$ cat src/pkg/dtd_consts.vh
// constants for the dual timer with transmit and demodulation modes
// assumes inclusion by bare name from the design files
`ifndef DTD_CONSTS_VH
`define DTD_CONSTS_VH

// ----------------------------------------------------------------
// register addresses in the expanded bank
// ----------------------------------------------------------------
`define DTD_A_T8CTL 4'h0
`define DTD_A_SHCTL 4'h1
`define DTD_A_T16CTL 4'h2
`define DTD_A_AUXCTL 4'h3
`define DTD_A_T8LC 4'h4
`define DTD_A_T8HC 4'h5
`define DTD_A_T16LC 4'h6
`define DTD_A_T16HC 4'h7
`define DTD_A_C16L 4'h8
`define DTD_A_C16H 4'h9
`define DTD_A_C8L 4'hA
`define DTD_A_C8H 4'hB

// ----------------------------------------------------------------
// field positions
// ----------------------------------------------------------------
`define DTD_B_EN 7
`define DTD_B_TOUT 5
`define DTD_B_CAPIE 2
`define DTD_B_CNTIE 1
`define DTD_B_P34 0
`define DTD_B_MODE 7
`define DTD_B_SEL6 6
`define DTD_B_FN_HI 5
`define DTD_B_FN_LO 4
`define DTD_B_FW_HI 3
`define DTD_B_FW_LO 2
`define DTD_B_ST_NEG 1
`define DTD_B_ST_POS 0
`define DTD_B_ALT 6

// ----------------------------------------------------------------
// values
// ----------------------------------------------------------------
`define DTD_RST8 8'h00
`define DTD_RST16 16'h0000
`define DTD_AUX_RSVD 5'h1F
`define DTD_RELOAD8 8'hFF
`define DTD_RELOAD16 16'hFFFF
`define DTD_ZERO8 8'h00
`define DTD_ZERO16 16'h0000
`define DTD_FN_AND 2'h0
`define DTD_FN_OR 2'h1
`define DTD_FN_NOR 2'h2
`define DTD_FN_NAND 2'h3
`define DTD_ED_FALL 2'h0
`define DTD_ED_RISE 2'h1
`define DTD_ED_BOTH 2'h2
`define DTD_FW0 5'h01
`define DTD_FW1 5'h04
`define DTD_FW2 5'h08
`define DTD_FW3 5'h10

`endif

$ cat src/design/dtd_timer_top.v
// dual 8-bit and 16-bit counter/timer with transmit, demodulation and
// alternating modes; registers reached through a simple bank port
// assumes a write strobe from the same clock and asynchronous input pins
//
// Functional notes
// - control bit 7 selects transmit or demodulation
// - bit 6 routes line six or input pin
// - bits 5:4 pick AND OR NOR NAND
// - bits 5:4 select falling, rising or both edges
// - pulses under programmed width are filtered out
// - idle short timer output is inverted bit 1
// - negative edge to high, positive to low capture
// - capture sets edge status, optional interrupt
// - short timer reloads all ones after capture
// - in demodulation, zero sets timeout, interrupt, reload all ones
// - alternating mode hands enables between timers
// - each timer sets timeout at terminal count
// - aux register low five bits read ones
// - capture interrupt enable gates capture interrupt
// - counter interrupt enable gates timeout interrupt
// - select bit puts short timer on line four
// - long timer source three, short source four
// - combine bits survive stop recovery, reset zero
`timescale 1ns/1ps
`include "dtd_consts.vh"

module dtd_timer_top #(
  parameter FCW = 5
) (
  input wire clk,
  input wire rst_n,
  input wire stop_recovery,
  input wire [3:0] reg_addr,
  input wire reg_wr,
  input wire [7:0] reg_wdata,
  output reg [7:0] reg_rdata,
  input wire port_three_line_one,
  input wire port_two_line_zero,
  input wire line4_latch,
  input wire line6_latch,
  output reg port_three_line_four,
  output reg port_three_line_six,
  output reg interrupt_source_three,
  output reg interrupt_source_four
);

  // ----------------------------------------------------------------
  // state
  // ----------------------------------------------------------------
  reg [7:0] t8c_q, t8c_d, shc_q, shc_d, t16c_q, t16c_d;
  reg [2:0] auxc_q, auxc_d;
  reg [7:0] t8lc_q, t8hc_q, t16lc_q, t16hc_q;
  reg [7:0] c16l_q, c16h_q, c8l_q, c8h_q;
  reg [7:0] cnt8_q;
  reg [15:0] cnt16_q;
  reg short_timer_output_q, t16_out_q, t8_en_q, t16_en_q;
  reg comb;
  reg [FCW-1:0] min_width;
  wire pos_pulse, neg_pulse;

  wire demod = shc_q[`DTD_B_MODE];
  wire [1:0] fn = shc_q[`DTD_B_FN_HI:`DTD_B_FN_LO];
  wire t8_en = t8c_q[`DTD_B_EN];
  wire t16_en = t16c_q[`DTD_B_EN];
  wire alt = auxc_q[`DTD_B_ALT-5] & ~demod;
  wire wr_t8c = reg_wr && (reg_addr == `DTD_A_T8CTL);
  wire wr_shc = reg_wr && (reg_addr == `DTD_A_SHCTL);
  wire wr_t16c = reg_wr && (reg_addr == `DTD_A_T16CTL);
  wire wr_aux = reg_wr && (reg_addr == `DTD_A_AUXCTL);
  wire t8_zero = t8_en && t8_en_q && (cnt8_q == `DTD_ZERO8);
  wire t16_zero = t16_en && t16_en_q && (cnt16_q == `DTD_ZERO16);
  wire take_neg = demod && neg_pulse && (fn == `DTD_ED_FALL || fn == `DTD_ED_BOTH);
  wire take_pos = demod && pos_pulse && (fn == `DTD_ED_RISE || fn == `DTD_ED_BOTH);
  wire cap8 = (take_neg | take_pos) && t8_en;
  wire cap16 = (take_neg | take_pos) && t16_en;

  // ----------------------------------------------------------------
  // input circuit
  // ----------------------------------------------------------------
  // filter width select
  always @* begin
    case (shc_q[`DTD_B_FW_HI:`DTD_B_FW_LO])
      2'h0: min_width = `DTD_FW0;
      2'h1: min_width = `DTD_FW1;
      2'h2: min_width = `DTD_FW2;
      default: min_width = `DTD_FW3;
    endcase
  end

  dtd_edge_filt #(
    .CW(FCW)
  ) u_edge (
    .clk(clk),
    .rst_n(rst_n),
    .pin_a(port_three_line_one),
    .pin_b(port_two_line_zero),
    .sel_b(shc_q[`DTD_B_SEL6]),
    .min_width(min_width),
    .pos_pulse(pos_pulse),
    .neg_pulse(neg_pulse)
  );

  // ----------------------------------------------------------------
  // control register next values; hardware sets win over clears
  // ----------------------------------------------------------------
  always @* begin
    t8c_d = t8c_q;
    if (wr_t8c) begin
      t8c_d = reg_wdata;
      t8c_d[`DTD_B_TOUT] = t8c_q[`DTD_B_TOUT] & ~reg_wdata[`DTD_B_TOUT];
    end
    if (t8_zero)
      t8c_d[`DTD_B_TOUT] = 1'b1;
    if (alt && t8_zero) begin
      t8c_d[`DTD_B_EN] = 1'b0;
    end else if (alt && t16_zero) begin
      t8c_d[`DTD_B_EN] = 1'b1;
    end
  end

  always @* begin
    t16c_d = t16c_q;
    if (wr_t16c) begin
      t16c_d = reg_wdata;
      t16c_d[`DTD_B_TOUT] = t16c_q[`DTD_B_TOUT] & ~reg_wdata[`DTD_B_TOUT];
    end
    if (t16_zero)
      t16c_d[`DTD_B_TOUT] = 1'b1;
    if (alt && t16_zero) begin
      t16c_d[`DTD_B_EN] = 1'b0;
    end else if (alt && t8_zero) begin
      t16c_d[`DTD_B_EN] = 1'b1;
    end
  end

  always @* begin
    shc_d = shc_q;
    if (wr_shc) begin
      shc_d[7:2] = reg_wdata[7:2];
      if (demod) begin
        shc_d[1:0] = shc_q[1:0] & ~reg_wdata[1:0];
      end else begin
        shc_d[1:0] = reg_wdata[1:0];
      end
    end
    if (cap8 && take_neg)
      shc_d[`DTD_B_ST_NEG] = 1'b1;
    if (cap8 && take_pos)
      shc_d[`DTD_B_ST_POS] = 1'b1;
  end

  always @* begin
    auxc_d = auxc_q;
    if (wr_aux)
      auxc_d = reg_wdata[7:5];
  end

  // ----------------------------------------------------------------
  // output combination
  // ----------------------------------------------------------------
  // logic function
  always @* begin
    case (fn)
      `DTD_FN_AND: comb = short_timer_output_q & t16_out_q;
      `DTD_FN_OR: comb = short_timer_output_q | t16_out_q;
      `DTD_FN_NOR: comb = ~(short_timer_output_q | t16_out_q);
      default: comb = ~(short_timer_output_q & t16_out_q);
    endcase
  end

  // ----------------------------------------------------------------
  // registers and counters
  // ----------------------------------------------------------------
  always @(posedge clk) begin
    if (!rst_n) begin
      t8c_q <= `DTD_RST8;
      shc_q <= `DTD_RST8;
      t16c_q <= `DTD_RST8;
      auxc_q <= 3'h0;
      t8lc_q <= `DTD_RST8;
      t8hc_q <= `DTD_RST8;
      t16lc_q <= `DTD_RST8;
      t16hc_q <= `DTD_RST8;
      c16l_q <= `DTD_RST8;
      c16h_q <= `DTD_RST8;
      c8l_q <= `DTD_RST8;
      c8h_q <= `DTD_RST8;
      cnt8_q <= `DTD_RST8;
      cnt16_q <= `DTD_RST16;
      short_timer_output_q <= 1'b1;
      t16_out_q <= 1'b0;
      t8_en_q <= 1'b0;
      t16_en_q <= 1'b0;
    end else if (stop_recovery) begin
      t8c_q <= `DTD_RST8;
      shc_q <= {2'h0, shc_q[`DTD_B_FN_HI:`DTD_B_FN_LO], 4'h0};
      t16c_q <= `DTD_RST8;
      auxc_q <= 3'h0;
      cnt8_q <= `DTD_RST8;
      cnt16_q <= `DTD_RST16;
      short_timer_output_q <= 1'b1;
      t16_out_q <= 1'b0;
      t8_en_q <= 1'b0;
      t16_en_q <= 1'b0;
    end else begin
      t8c_q <= t8c_d;
      shc_q <= shc_d;
      t16c_q <= t16c_d;
      auxc_q <= auxc_d;
      t8_en_q <= t8_en;
      t16_en_q <= t16_en;
      if (reg_wr && reg_addr == `DTD_A_T8LC)
        t8lc_q <= reg_wdata;
      if (reg_wr && reg_addr == `DTD_A_T8HC)
        t8hc_q <= reg_wdata;
      if (reg_wr && reg_addr == `DTD_A_T16LC)
        t16lc_q <= reg_wdata;
      if (reg_wr && reg_addr == `DTD_A_T16HC)
        t16hc_q <= reg_wdata;

      // short timer
      if (!t8_en) begin
        short_timer_output_q <= ~shc_q[`DTD_B_ST_NEG];
      end else if (!t8_en_q) begin
        cnt8_q <= demod ? `DTD_RELOAD8 : (short_timer_output_q ? t8hc_q : t8lc_q);
      end else if (demod) begin
        if (cap8) begin
          if (take_neg)
            c8h_q <= cnt8_q;
          if (take_pos)
            c8l_q <= cnt8_q;
          cnt8_q <= `DTD_RELOAD8;
        end else if (t8_zero) begin
          cnt8_q <= `DTD_RELOAD8;
        end else begin
          cnt8_q <= cnt8_q - 8'h01;
        end
      end else if (t8_zero) begin
        short_timer_output_q <= ~short_timer_output_q;
        cnt8_q <= short_timer_output_q ? t8lc_q : t8hc_q;
      end else begin
        cnt8_q <= cnt8_q - 8'h01;
      end

      // long timer
      if (!t16_en) begin
        t16_out_q <= 1'b0;
      end else if (!t16_en_q) begin
        cnt16_q <= demod ? `DTD_RELOAD16 : {t16hc_q, t16lc_q};
      end else if (demod) begin
        if (cap16) begin
          {c16h_q, c16l_q} <= cnt16_q;
          cnt16_q <= `DTD_RELOAD16;
        end else if (t16_zero) begin
          cnt16_q <= `DTD_RELOAD16;
        end else begin
          cnt16_q <= cnt16_q - 16'h0001;
        end
      end else if (t16_zero) begin
        t16_out_q <= ~t16_out_q;
        cnt16_q <= {t16hc_q, t16lc_q};
      end else begin
        cnt16_q <= cnt16_q - 16'h0001;
      end
    end
  end

  // ----------------------------------------------------------------
  // pins, interrupts and read data
  // ----------------------------------------------------------------
  always @(posedge clk) begin
    if (!rst_n) begin
      port_three_line_four <= 1'b0;
      port_three_line_six <= 1'b0;
      interrupt_source_three <= 1'b0;
      interrupt_source_four <= 1'b0;
      reg_rdata <= `DTD_RST8;
    end else begin
      port_three_line_four <= t8c_q[`DTD_B_P34] ? short_timer_output_q : line4_latch;
      port_three_line_six <= (!demod && shc_q[`DTD_B_SEL6]) ? comb : line6_latch;
      interrupt_source_three <= t16_zero && t16c_q[`DTD_B_CNTIE];
      interrupt_source_four <= (t8_zero && t8c_q[`DTD_B_CNTIE]) ||
                               (cap8 && t8c_q[`DTD_B_CAPIE]);
      case (reg_addr)
        `DTD_A_T8CTL: reg_rdata <= t8c_q;
        `DTD_A_SHCTL: reg_rdata <= shc_q;
        `DTD_A_T16CTL: reg_rdata <= t16c_q;
        `DTD_A_AUXCTL: reg_rdata <= {auxc_q, `DTD_AUX_RSVD};
        `DTD_A_T8LC: reg_rdata <= t8lc_q;
        `DTD_A_T8HC: reg_rdata <= t8hc_q;
        `DTD_A_T16LC: reg_rdata <= t16lc_q;
        `DTD_A_T16HC: reg_rdata <= t16hc_q;
        `DTD_A_C16L: reg_rdata <= c16l_q;
        `DTD_A_C16H: reg_rdata <= c16h_q;
        `DTD_A_C8L: reg_rdata <= c8l_q;
        `DTD_A_C8H: reg_rdata <= c8h_q;
        default: reg_rdata <= `DTD_RST8;
      endcase
    end
  end

endmodule // dtd_timer_top

$ cat src/design/dtd_edge_filt.v
// synchroniser, glitch filter and edge detector for the demodulator input
// assumes two asynchronous pins and a selector from the same clock domain
`timescale 1ns/1ps
`include "dtd_consts.vh"

module dtd_edge_filt #(
  parameter CW = 5
) (
  input wire clk,
  input wire rst_n,
  input wire pin_a,
  input wire pin_b,
  input wire sel_b,
  input wire [CW-1:0] min_width,
  output reg pos_pulse,
  output reg neg_pulse
);

  // ----------------------------------------------------------------
  // two-stage synchronisers, selection after the second stage
  // ----------------------------------------------------------------
  reg a1_q, a2_q, b1_q, b2_q;
  reg filt_q;
  reg [CW-1:0] run_q;
  wire in_s;
  wire [CW-1:0] run_inc;

  assign in_s = sel_b ? b2_q : a2_q;
  assign run_inc = run_q + {{(CW-1){1'b0}}, 1'b1};

  // pins idle high; resetting to that level avoids a false edge after reset
  always @(posedge clk) begin
    if (!rst_n) begin
      a1_q <= 1'b1;
      a2_q <= 1'b1;
      b1_q <= 1'b1;
      b2_q <= 1'b1;
    end else begin
      a1_q <= pin_a;
      a2_q <= a1_q;
      b1_q <= pin_b;
      b2_q <= b1_q;
    end
  end

  // ----------------------------------------------------------------
  // filter: a new level must hold min_width cycles to be accepted
  // ----------------------------------------------------------------
  always @(posedge clk) begin
    if (!rst_n) begin
      filt_q <= 1'b1;
      run_q <= {CW{1'b0}};
      pos_pulse <= 1'b0;
      neg_pulse <= 1'b0;
    end else begin
      pos_pulse <= 1'b0;
      neg_pulse <= 1'b0;
      if (in_s == filt_q) begin
        run_q <= {CW{1'b0}};
      end else if (run_inc >= min_width) begin
        filt_q <= in_s;
        run_q <= {CW{1'b0}};
        pos_pulse <= in_s;
        neg_pulse <= ~in_s;
      end else begin
        run_q <= run_inc;
      end
    end
  end

endmodule // dtd_edge_filt

$ cat config.mk
export PLATFORM = sky130hd
export DESIGN_NAME = dtd_timer_top
export DESIGN_NICKNAME = d
export VERILOG_FILES = /design/src/design/dtd_timer_top.v /design/src/design/dtd_edge_filt.v
export VERILOG_INCLUDE_DIRS = /design/src /design/src/pkg
export SDC_FILE = /design/constraint.sdc
export NUM_CORES = 1
export LEC_CHECK = 0
export ABC_AREA = 1
export BUFFER_PORTS_ARGS = -buffer_cell sky130_fd_sc_hd__buf_2
export CAP_MARGIN = 20
export CORE_MARGIN = 4
export CORE_UTILIZATION = 30
export CTS_BUF_LIST = sky130_fd_sc_hd__clkbuf_2
export DETAILED_ROUTE_END_ITERATION = 8
export GPL_TIMING_DRIVEN = 0
export PLACE_DENSITY = 0.52
export SYNTH_ARGS = -nofsm -noshare
export SYNTH_HDL_FRONTEND = slang
export SYNTH_SLANG_ARGS = --single-unit
$ cat constraint.sdc
create_clock -name clk -period 2.2 [get_ports clk]
set_clock_uncertainty 0.05 [all_clocks]
set_input_delay 0.11 -clock clk [delete_from_list [all_inputs] [get_ports clk]]
set_output_delay 0.11 -clock clk [all_outputs]
set_load 0.05 [all_outputs]
======== Word-level counts from Yosys, hierarchy flattened ========
Index checks and enable logic that the tools add are counted.
word-level totals
  flip-flop bits (word level) ............. 143
  latch bits .............................. 0
  memory bits (writable) .................. 0
  memory bits (read-only) ................. 0
  output and inout port bits .............. 12
  memories ................................ 0
operators by class
  add/subtract/negate cells ............... 3
  multipliers ............................. 0
  div/mod/pow operators ................... 0
  $lt $le $gt $ge ......................... 1
  eq/ne operators ......................... 19
  shift-type cells ........................ 0
  multiplexer cells ....................... 34
  bitwise operators ....................... 21
  reduce and logical (&&, ||, !) cells .... 58
operator list
  kind                     number
  $mux W16                 6
  $pmux W8 S12             1
  $mux W8                  10
  $logic_and A1 B1 Y1      26
  $eq A4 B3 Y1 const B     4
  $eq A4 B4 Y1 const B     4
  $logic_not A16 Y1        1
  $sub A16 B1 Y16 const B  1
  $pmux W5 S3              1
  $reduce_or A3 Y1         5
  $mux W1                  13
  $not A1 Y1               13
  $reduce_and A2 Y1        6
  $reduce_and A6 Y1        2
  $reduce_bool A2 Y1       6
  $eq A4 B2 Y1 const B     2
  $logic_not A8 Y1         1
  $sub A8 B1 Y8 const B    1
  $reduce_and A3 Y1        2
  $add A5 B1 Y5 const B    1
  $ge A5 B5 Y1             1
  $reduce_and A5 Y1        1
  $and A1 B1 Y1            4
  $eq A2 B1 Y1 const B     2
  other kinds (15)         22

======== Longest topological paths before layout ========
  depth in word-level cells ............... 8
  depth in mapped cells ................... 11

======== Modules after synthesis ========
From an unflattened synthesis, not the netlist that was laid out.
second synthesis, totals
  cells, all modules ...................... 1019
  area total of the unflattened synthesis .. 7218.2 um^2
modules (own cells, without submodules)
  module         times used  cells each  area an instance (um^2)  sequential area each (um^2)
  dtd_timer_top  1           948         6648.9                   2622.5
  dtd_edge_filt  1           71          569.3                    240.2

======== Worst setup path after synthesis ========
Ideal clock, no wire load.
  path type ............................... reg2reg
  from .................................... register u_edge.run_q[0]
  to ...................................... register u_edge.run_q[2]
  setup time .............................. 70 ps
  arrival ................................. 1886 ps
  data required time ...................... 2080 ps
  slack ................................... 194 ps
  cell stages (with the launch flop) ...... 12
  clock period less this slack ............ 2006 ps
  path through ............................ dfxtp_1 -> ha_1 -> inv_1 -> or2_2 -> nand2_1 -> ha_1 -> nand2_1 -> inv_1 -> nand4_1 -> o2111ai_1 -> or2_2 -> a21oi_1
on the way
  word-level cells in the longest chain between the ends .. 3
ends and longest elaborated chain
  element                            RTL line            source
  start, declared                    dtd_edge_filt.v:24  reg [CW-1:0] run_q;
  start signal, assigned             dtd_edge_filt.v:52  run_q <= {CW{1'b0}};
  start signal, assigned             dtd_edge_filt.v:59  run_q <= {CW{1'b0}};
  start signal, assigned             dtd_edge_filt.v:62  run_q <= {CW{1'b0}};
  $add A5 B1 Y5 (*)                  dtd_edge_filt.v:29  assign run_inc = run_q + {{(CW-1){1'b0}}, 1'b1};
  named net u_edge.run_inc[2]        dtd_edge_filt.v:26  wire [CW-1:0] run_inc;
  $ge A5 B5 Y1                       dtd_edge_filt.v:60  end else if (run_inc >= min_width) begin
  $reduce_or A3 Y1 (no source line)  n/a
Mark *: on every way through the listed nets, which the timed path passes. The rest lies on a longest branch.
A chain may end at the register's enable or synchronous reset.

======== Worst setup path in the final report ========
  from .................................... input reg_addr[1]
  to ...................................... register t8c_q[1]
on the way
  word-level cells in the longest chain between the ends .. 2
ends and longest elaborated chain
  element               RTL line             source
  start, declared       dtd_timer_top.v:33   input wire [3:0] reg_addr,
  $logic_not A4 Y1      n/a
  $logic_and A1 B1 Y1   dtd_timer_top.v:66   wire wr_t8c = reg_wr && (reg_addr == `DTD_A_T8CTL);
  end signal, assigned  dtd_timer_top.v:176  t8c_q <= `DTD_RST8;
  end signal, assigned  dtd_timer_top.v:195  t8c_q <= `DTD_RST8;
  end signal, assigned  dtd_timer_top.v:206  t8c_q <= t8c_d;
  end, declared         dtd_timer_top.v:50   reg [7:0] t8c_q, t8c_d, shc_q, shc_d, t16c_q, t16c_d;
No other way between the ends.

==> flow_metrics.py <==
metrics = {
    "floorplanning": {
        "rows": 56,
        "die_w_um": 163,
        "start_util": 0.306,
        "ios": 32,
        "die_area_um2": 26600,
        "coreArea_um2": 23600,
        "fp.dieH_um": 163,
    },
    "setup_path": {
        "critical_path_depth": 8,
        "reg2reg_slack_ns": 0.08,
        "critical_path.cell_chain": "dlygate4sd3_1 -> buf_2 -> nor2_4 -> nand3_1 -> dlygate4sd3_1 -> buf_2 -> a211oi_1 -> dlygate4sd3_1",
        "required_ns": 2.87,
        "cp_data_arrival_time_ns": 2.84,
        "crit_path_start_kind": "primary input",
        "worst-path-max-fanout": 10,
        "cp-end-kind": "register",
        "worst_path_max_delay_cell": "dlygate4sd3_1",
        "reg2reg_to": "u_edge.run_q[2]",
        "crit_type": "in -> reg",
        "r2r-start": "u_edge.run_q[0]",
        "cpPeakStageDelay_ns": 0.62,
        "rr_worst_depth": 10,
        "critPathBufInv": 5,
        "cp_top_family": "buffers and inverters",
        "crit_top_cell": "dlygate4sd3_1",
    },
    "synthesis": {
        "synth-edff-count": 0,
        "seq_area_frac_synth": 0.396,
        "ys_types": 41,
        "syn_area_um2": 7220,
        "synth_seq_cells": 143,
        "netlist_instances": 1028,
        "ys_top_cells_by_area": "dfxtp_1 (40%), a21oi_1 (9.2%), nand2_1 (8.1%)",
        "synth_nets": 1060,
        "avgSynthCellArea_um2": 7.03,
        "synth_top_area_share": 0.396,
        "synth_top_cell_by_area": "dfxtp_1",
        "synth-main-ff-cell": "dfxtp_1",
        "ys_warn_count": 0,
        "async_reset_ff_frac": 0,
    },
    "timing": {
        "whs_ns": 0.142,
        "period_minus_slack_ns": 2.16,
        "hold_violations": 0,
        "setup_violations": 0,
        "relSlewSlack": 0.542,
        "slew_viol_final": 0,
        "clock.fmax_mhz": 462,
        "tightest_slew_ns": 0.687,
        "finalCritPeriodShare": 0.983,
    },
    "hold_path": {
        "hp-class": "in -> reg",
        "min_delay_path_depth": 4,
        "hp-start": "line4_latch",
        "whs_endpoint": "port_three_line_four",
    },
    "drt": {
        "num_vias": 7278,
        "ant_nets": 0,
        "first_iter_violations": 707,
        "wire_per_inst_um": 17.4,
        "wl_mm": 25.3,
        "post-route-drc-count": 0,
        "viasPerCell": 5.02,
        "first_pass_iters": 8,
    },
    "outcome": {
        "outcome": "finished, final reports clean",
    },
    "power_and_ir_drop": {
        "pwr_density_cell_nw_per_um2": 536,
        "irDropWorstVdd_uv": 217,
        "power_frac_comb": 0.072,
        "clockPowerShare": 0.351,
        "swShare": 0.284,
        "leakage_uw": 0.00342,
        "pwr-share-seq": 0.577,
        "power_switching_uw": 1290,
        "totalPowerFinal_uw": 4550,
        "p_int_uw": 3260,
    },
    "clock_tree": {
        "htreeDepth": 4,
        "path_clk_slew_ns": 0.23,
        "cts_buffer_depth": 2,
        "clock-root-buffer": "clkbuf_2",
        "cts_buffers": 17,
        "clock_sinks": 143,
        "cts_tree": "built",
        "clock_latency_ns": 0.77,
    },
    "global_routing": {
        "grt_pass1_wl_mm": 39.2,
        "grt_pass1_vias": 6757,
        "grt-ovfl-total": 0,
        "antenna_found_initial": 1,
        "grt_max_degree": 17,
        "globalRouteTotalUtil": 0.193,
    },
    "placement": {
        "place.gp.congestion": 0.940,
        "port_buffers": 31,
        "dp_cells": 1378,
        "placed_area_um2": 7780,
        "dp_hpwl_mm": 18.8,
    },
    "final_layout": {
        "final_area_um2": 8480,
        "nets": 1150,
        "final_common_cell": "nand2_1",
        "fin_cells": 1451,
        "fill_cells": 2581,
        "final_cell_mix": "nand2_1 (153), dfxtp_1 (141), a21oi_1 (131)",
        "layout-drive-gt1-share": 0.138,
        "area_delta_synth_final_pct": 17.4,
    },
    "job": {
        "drv_cap": 0,
    },
}
==> per-stage QoR <==
step | setup slack (ns) | utilization | TNS, ns
finish | 0.0367 | 0.359 | 0
global route | -0.0480 | 0.359 | -0.187
CTS | 0.0102 | 0.356 | 0
detailed placement | -0.0862 | 0.329 | -0.396
global placement | -0.132 | 0.329 | -0.346
floorplan | 0.194 | - | 0
==> per-layer routing <==
layer	routed length (um)	part of all wire	track usage
met1	11900	0.47	0.276
met2	11000	0.44	0.300
met3	1560	0.062	0.0320
met4	770	0.030	0.0564
met5	0	0	0
==> Yosys cell counts (all sizes together) (7+ instances only) <==
cell type,n
nand2,164
inv,144
dfxtp,143
a21oi,133
o21ai,123
nor2,100
nand3,91
buf,21
o22ai,20
clkbuf,19
nand4,17
ha,12
a211oi,8
or2,7
==> state kept, by name (all words and copies together) (netlist names), 3 cells and up <==
signal and count:
auxc_q 3, c16h_q 8, c16l_q 8, c8h_q 8
c8l_q 8, cnt16_q 16, cnt8_q 8, reg_rdata 8
shc_q 8, t16c_q 8, t16hc_q 8, t16lc_q 8
t8c_q 8, t8hc_q 8, t8lc_q 8, u_edge.run_q 5
==> cells by family after synthesis <==
group	Yosys count	synth area share
and+or+nand+nor	384	0.249
AOI/OAI and AO/OA	296	0.217
buffers and inverters	185	0.107
DFF	143	0.396
adders and majority gates	12	0.0208
xor gates and xnor gates	8	0.00970
==> worst min-delay path: cells and delay by family <==
family / cells / cell delay (ns)
buf+inv: 2 / 0.63
compound gates: 2 / 0.16
==> cell type report <==
class / count / area (um2) / share of cell area
timing repair buffer: 71 / 558 / 0.0658
multi-input combinational: 700 / 3650 / 0.430
buffer: 40 / 230 / 0.0271
tap: 319 / 399 / 0.0471
antenna: 1 / 2.50 / 0.000295
clock buffer: 20 / 100 / 0.0118
clock inverter: 12 / 138 / 0.0162
inverter: 145 / 544 / 0.0642
sequential: 143 / 2870 / 0.338
==> timing repair <==
action | in CTS | in global routing
setup endpoints to repair | 11 | 15
pin swaps | 0 | 6
buffers inserted | 1 | 3
hold buffers | 36 | 0
endpoints found under the hold margin | 107 | 0
gates resized for setup | 3 | 15
==> worst max path at each step <==
stage	startpoint	endpoint	slack (ns)
2_1_floorplan	u_edge.run_q[0]	u_edge.run_q[2]	0.19
3_3_place_gp	shc_q[4]	cnt8_q[7]	-0.13
3_5_place_dp	shc_q[4]	cnt8_q[7]	-0.09
4_1_cts	u_edge.run_q[0]	u_edge.run_q[2]	0.01
5_1_grt	u_edge.run_q[0]	u_edge.run_q[2]	-0.05
6_report	reg_addr[1]	t8c_q[1]	0.04
==> power groups by stage <==
stage               Clock, uW  Sequential, uW  Combinational (uW)
floorplan                   0            2690                 141
global placement            0            2680                 278
detailed placement          0            2680                 278
CTS                      1640            2630                 315
global route             1740            2630                 354
finish                   1600            2630                 329
No activity file was read; power rests on OpenSTA's default activity.
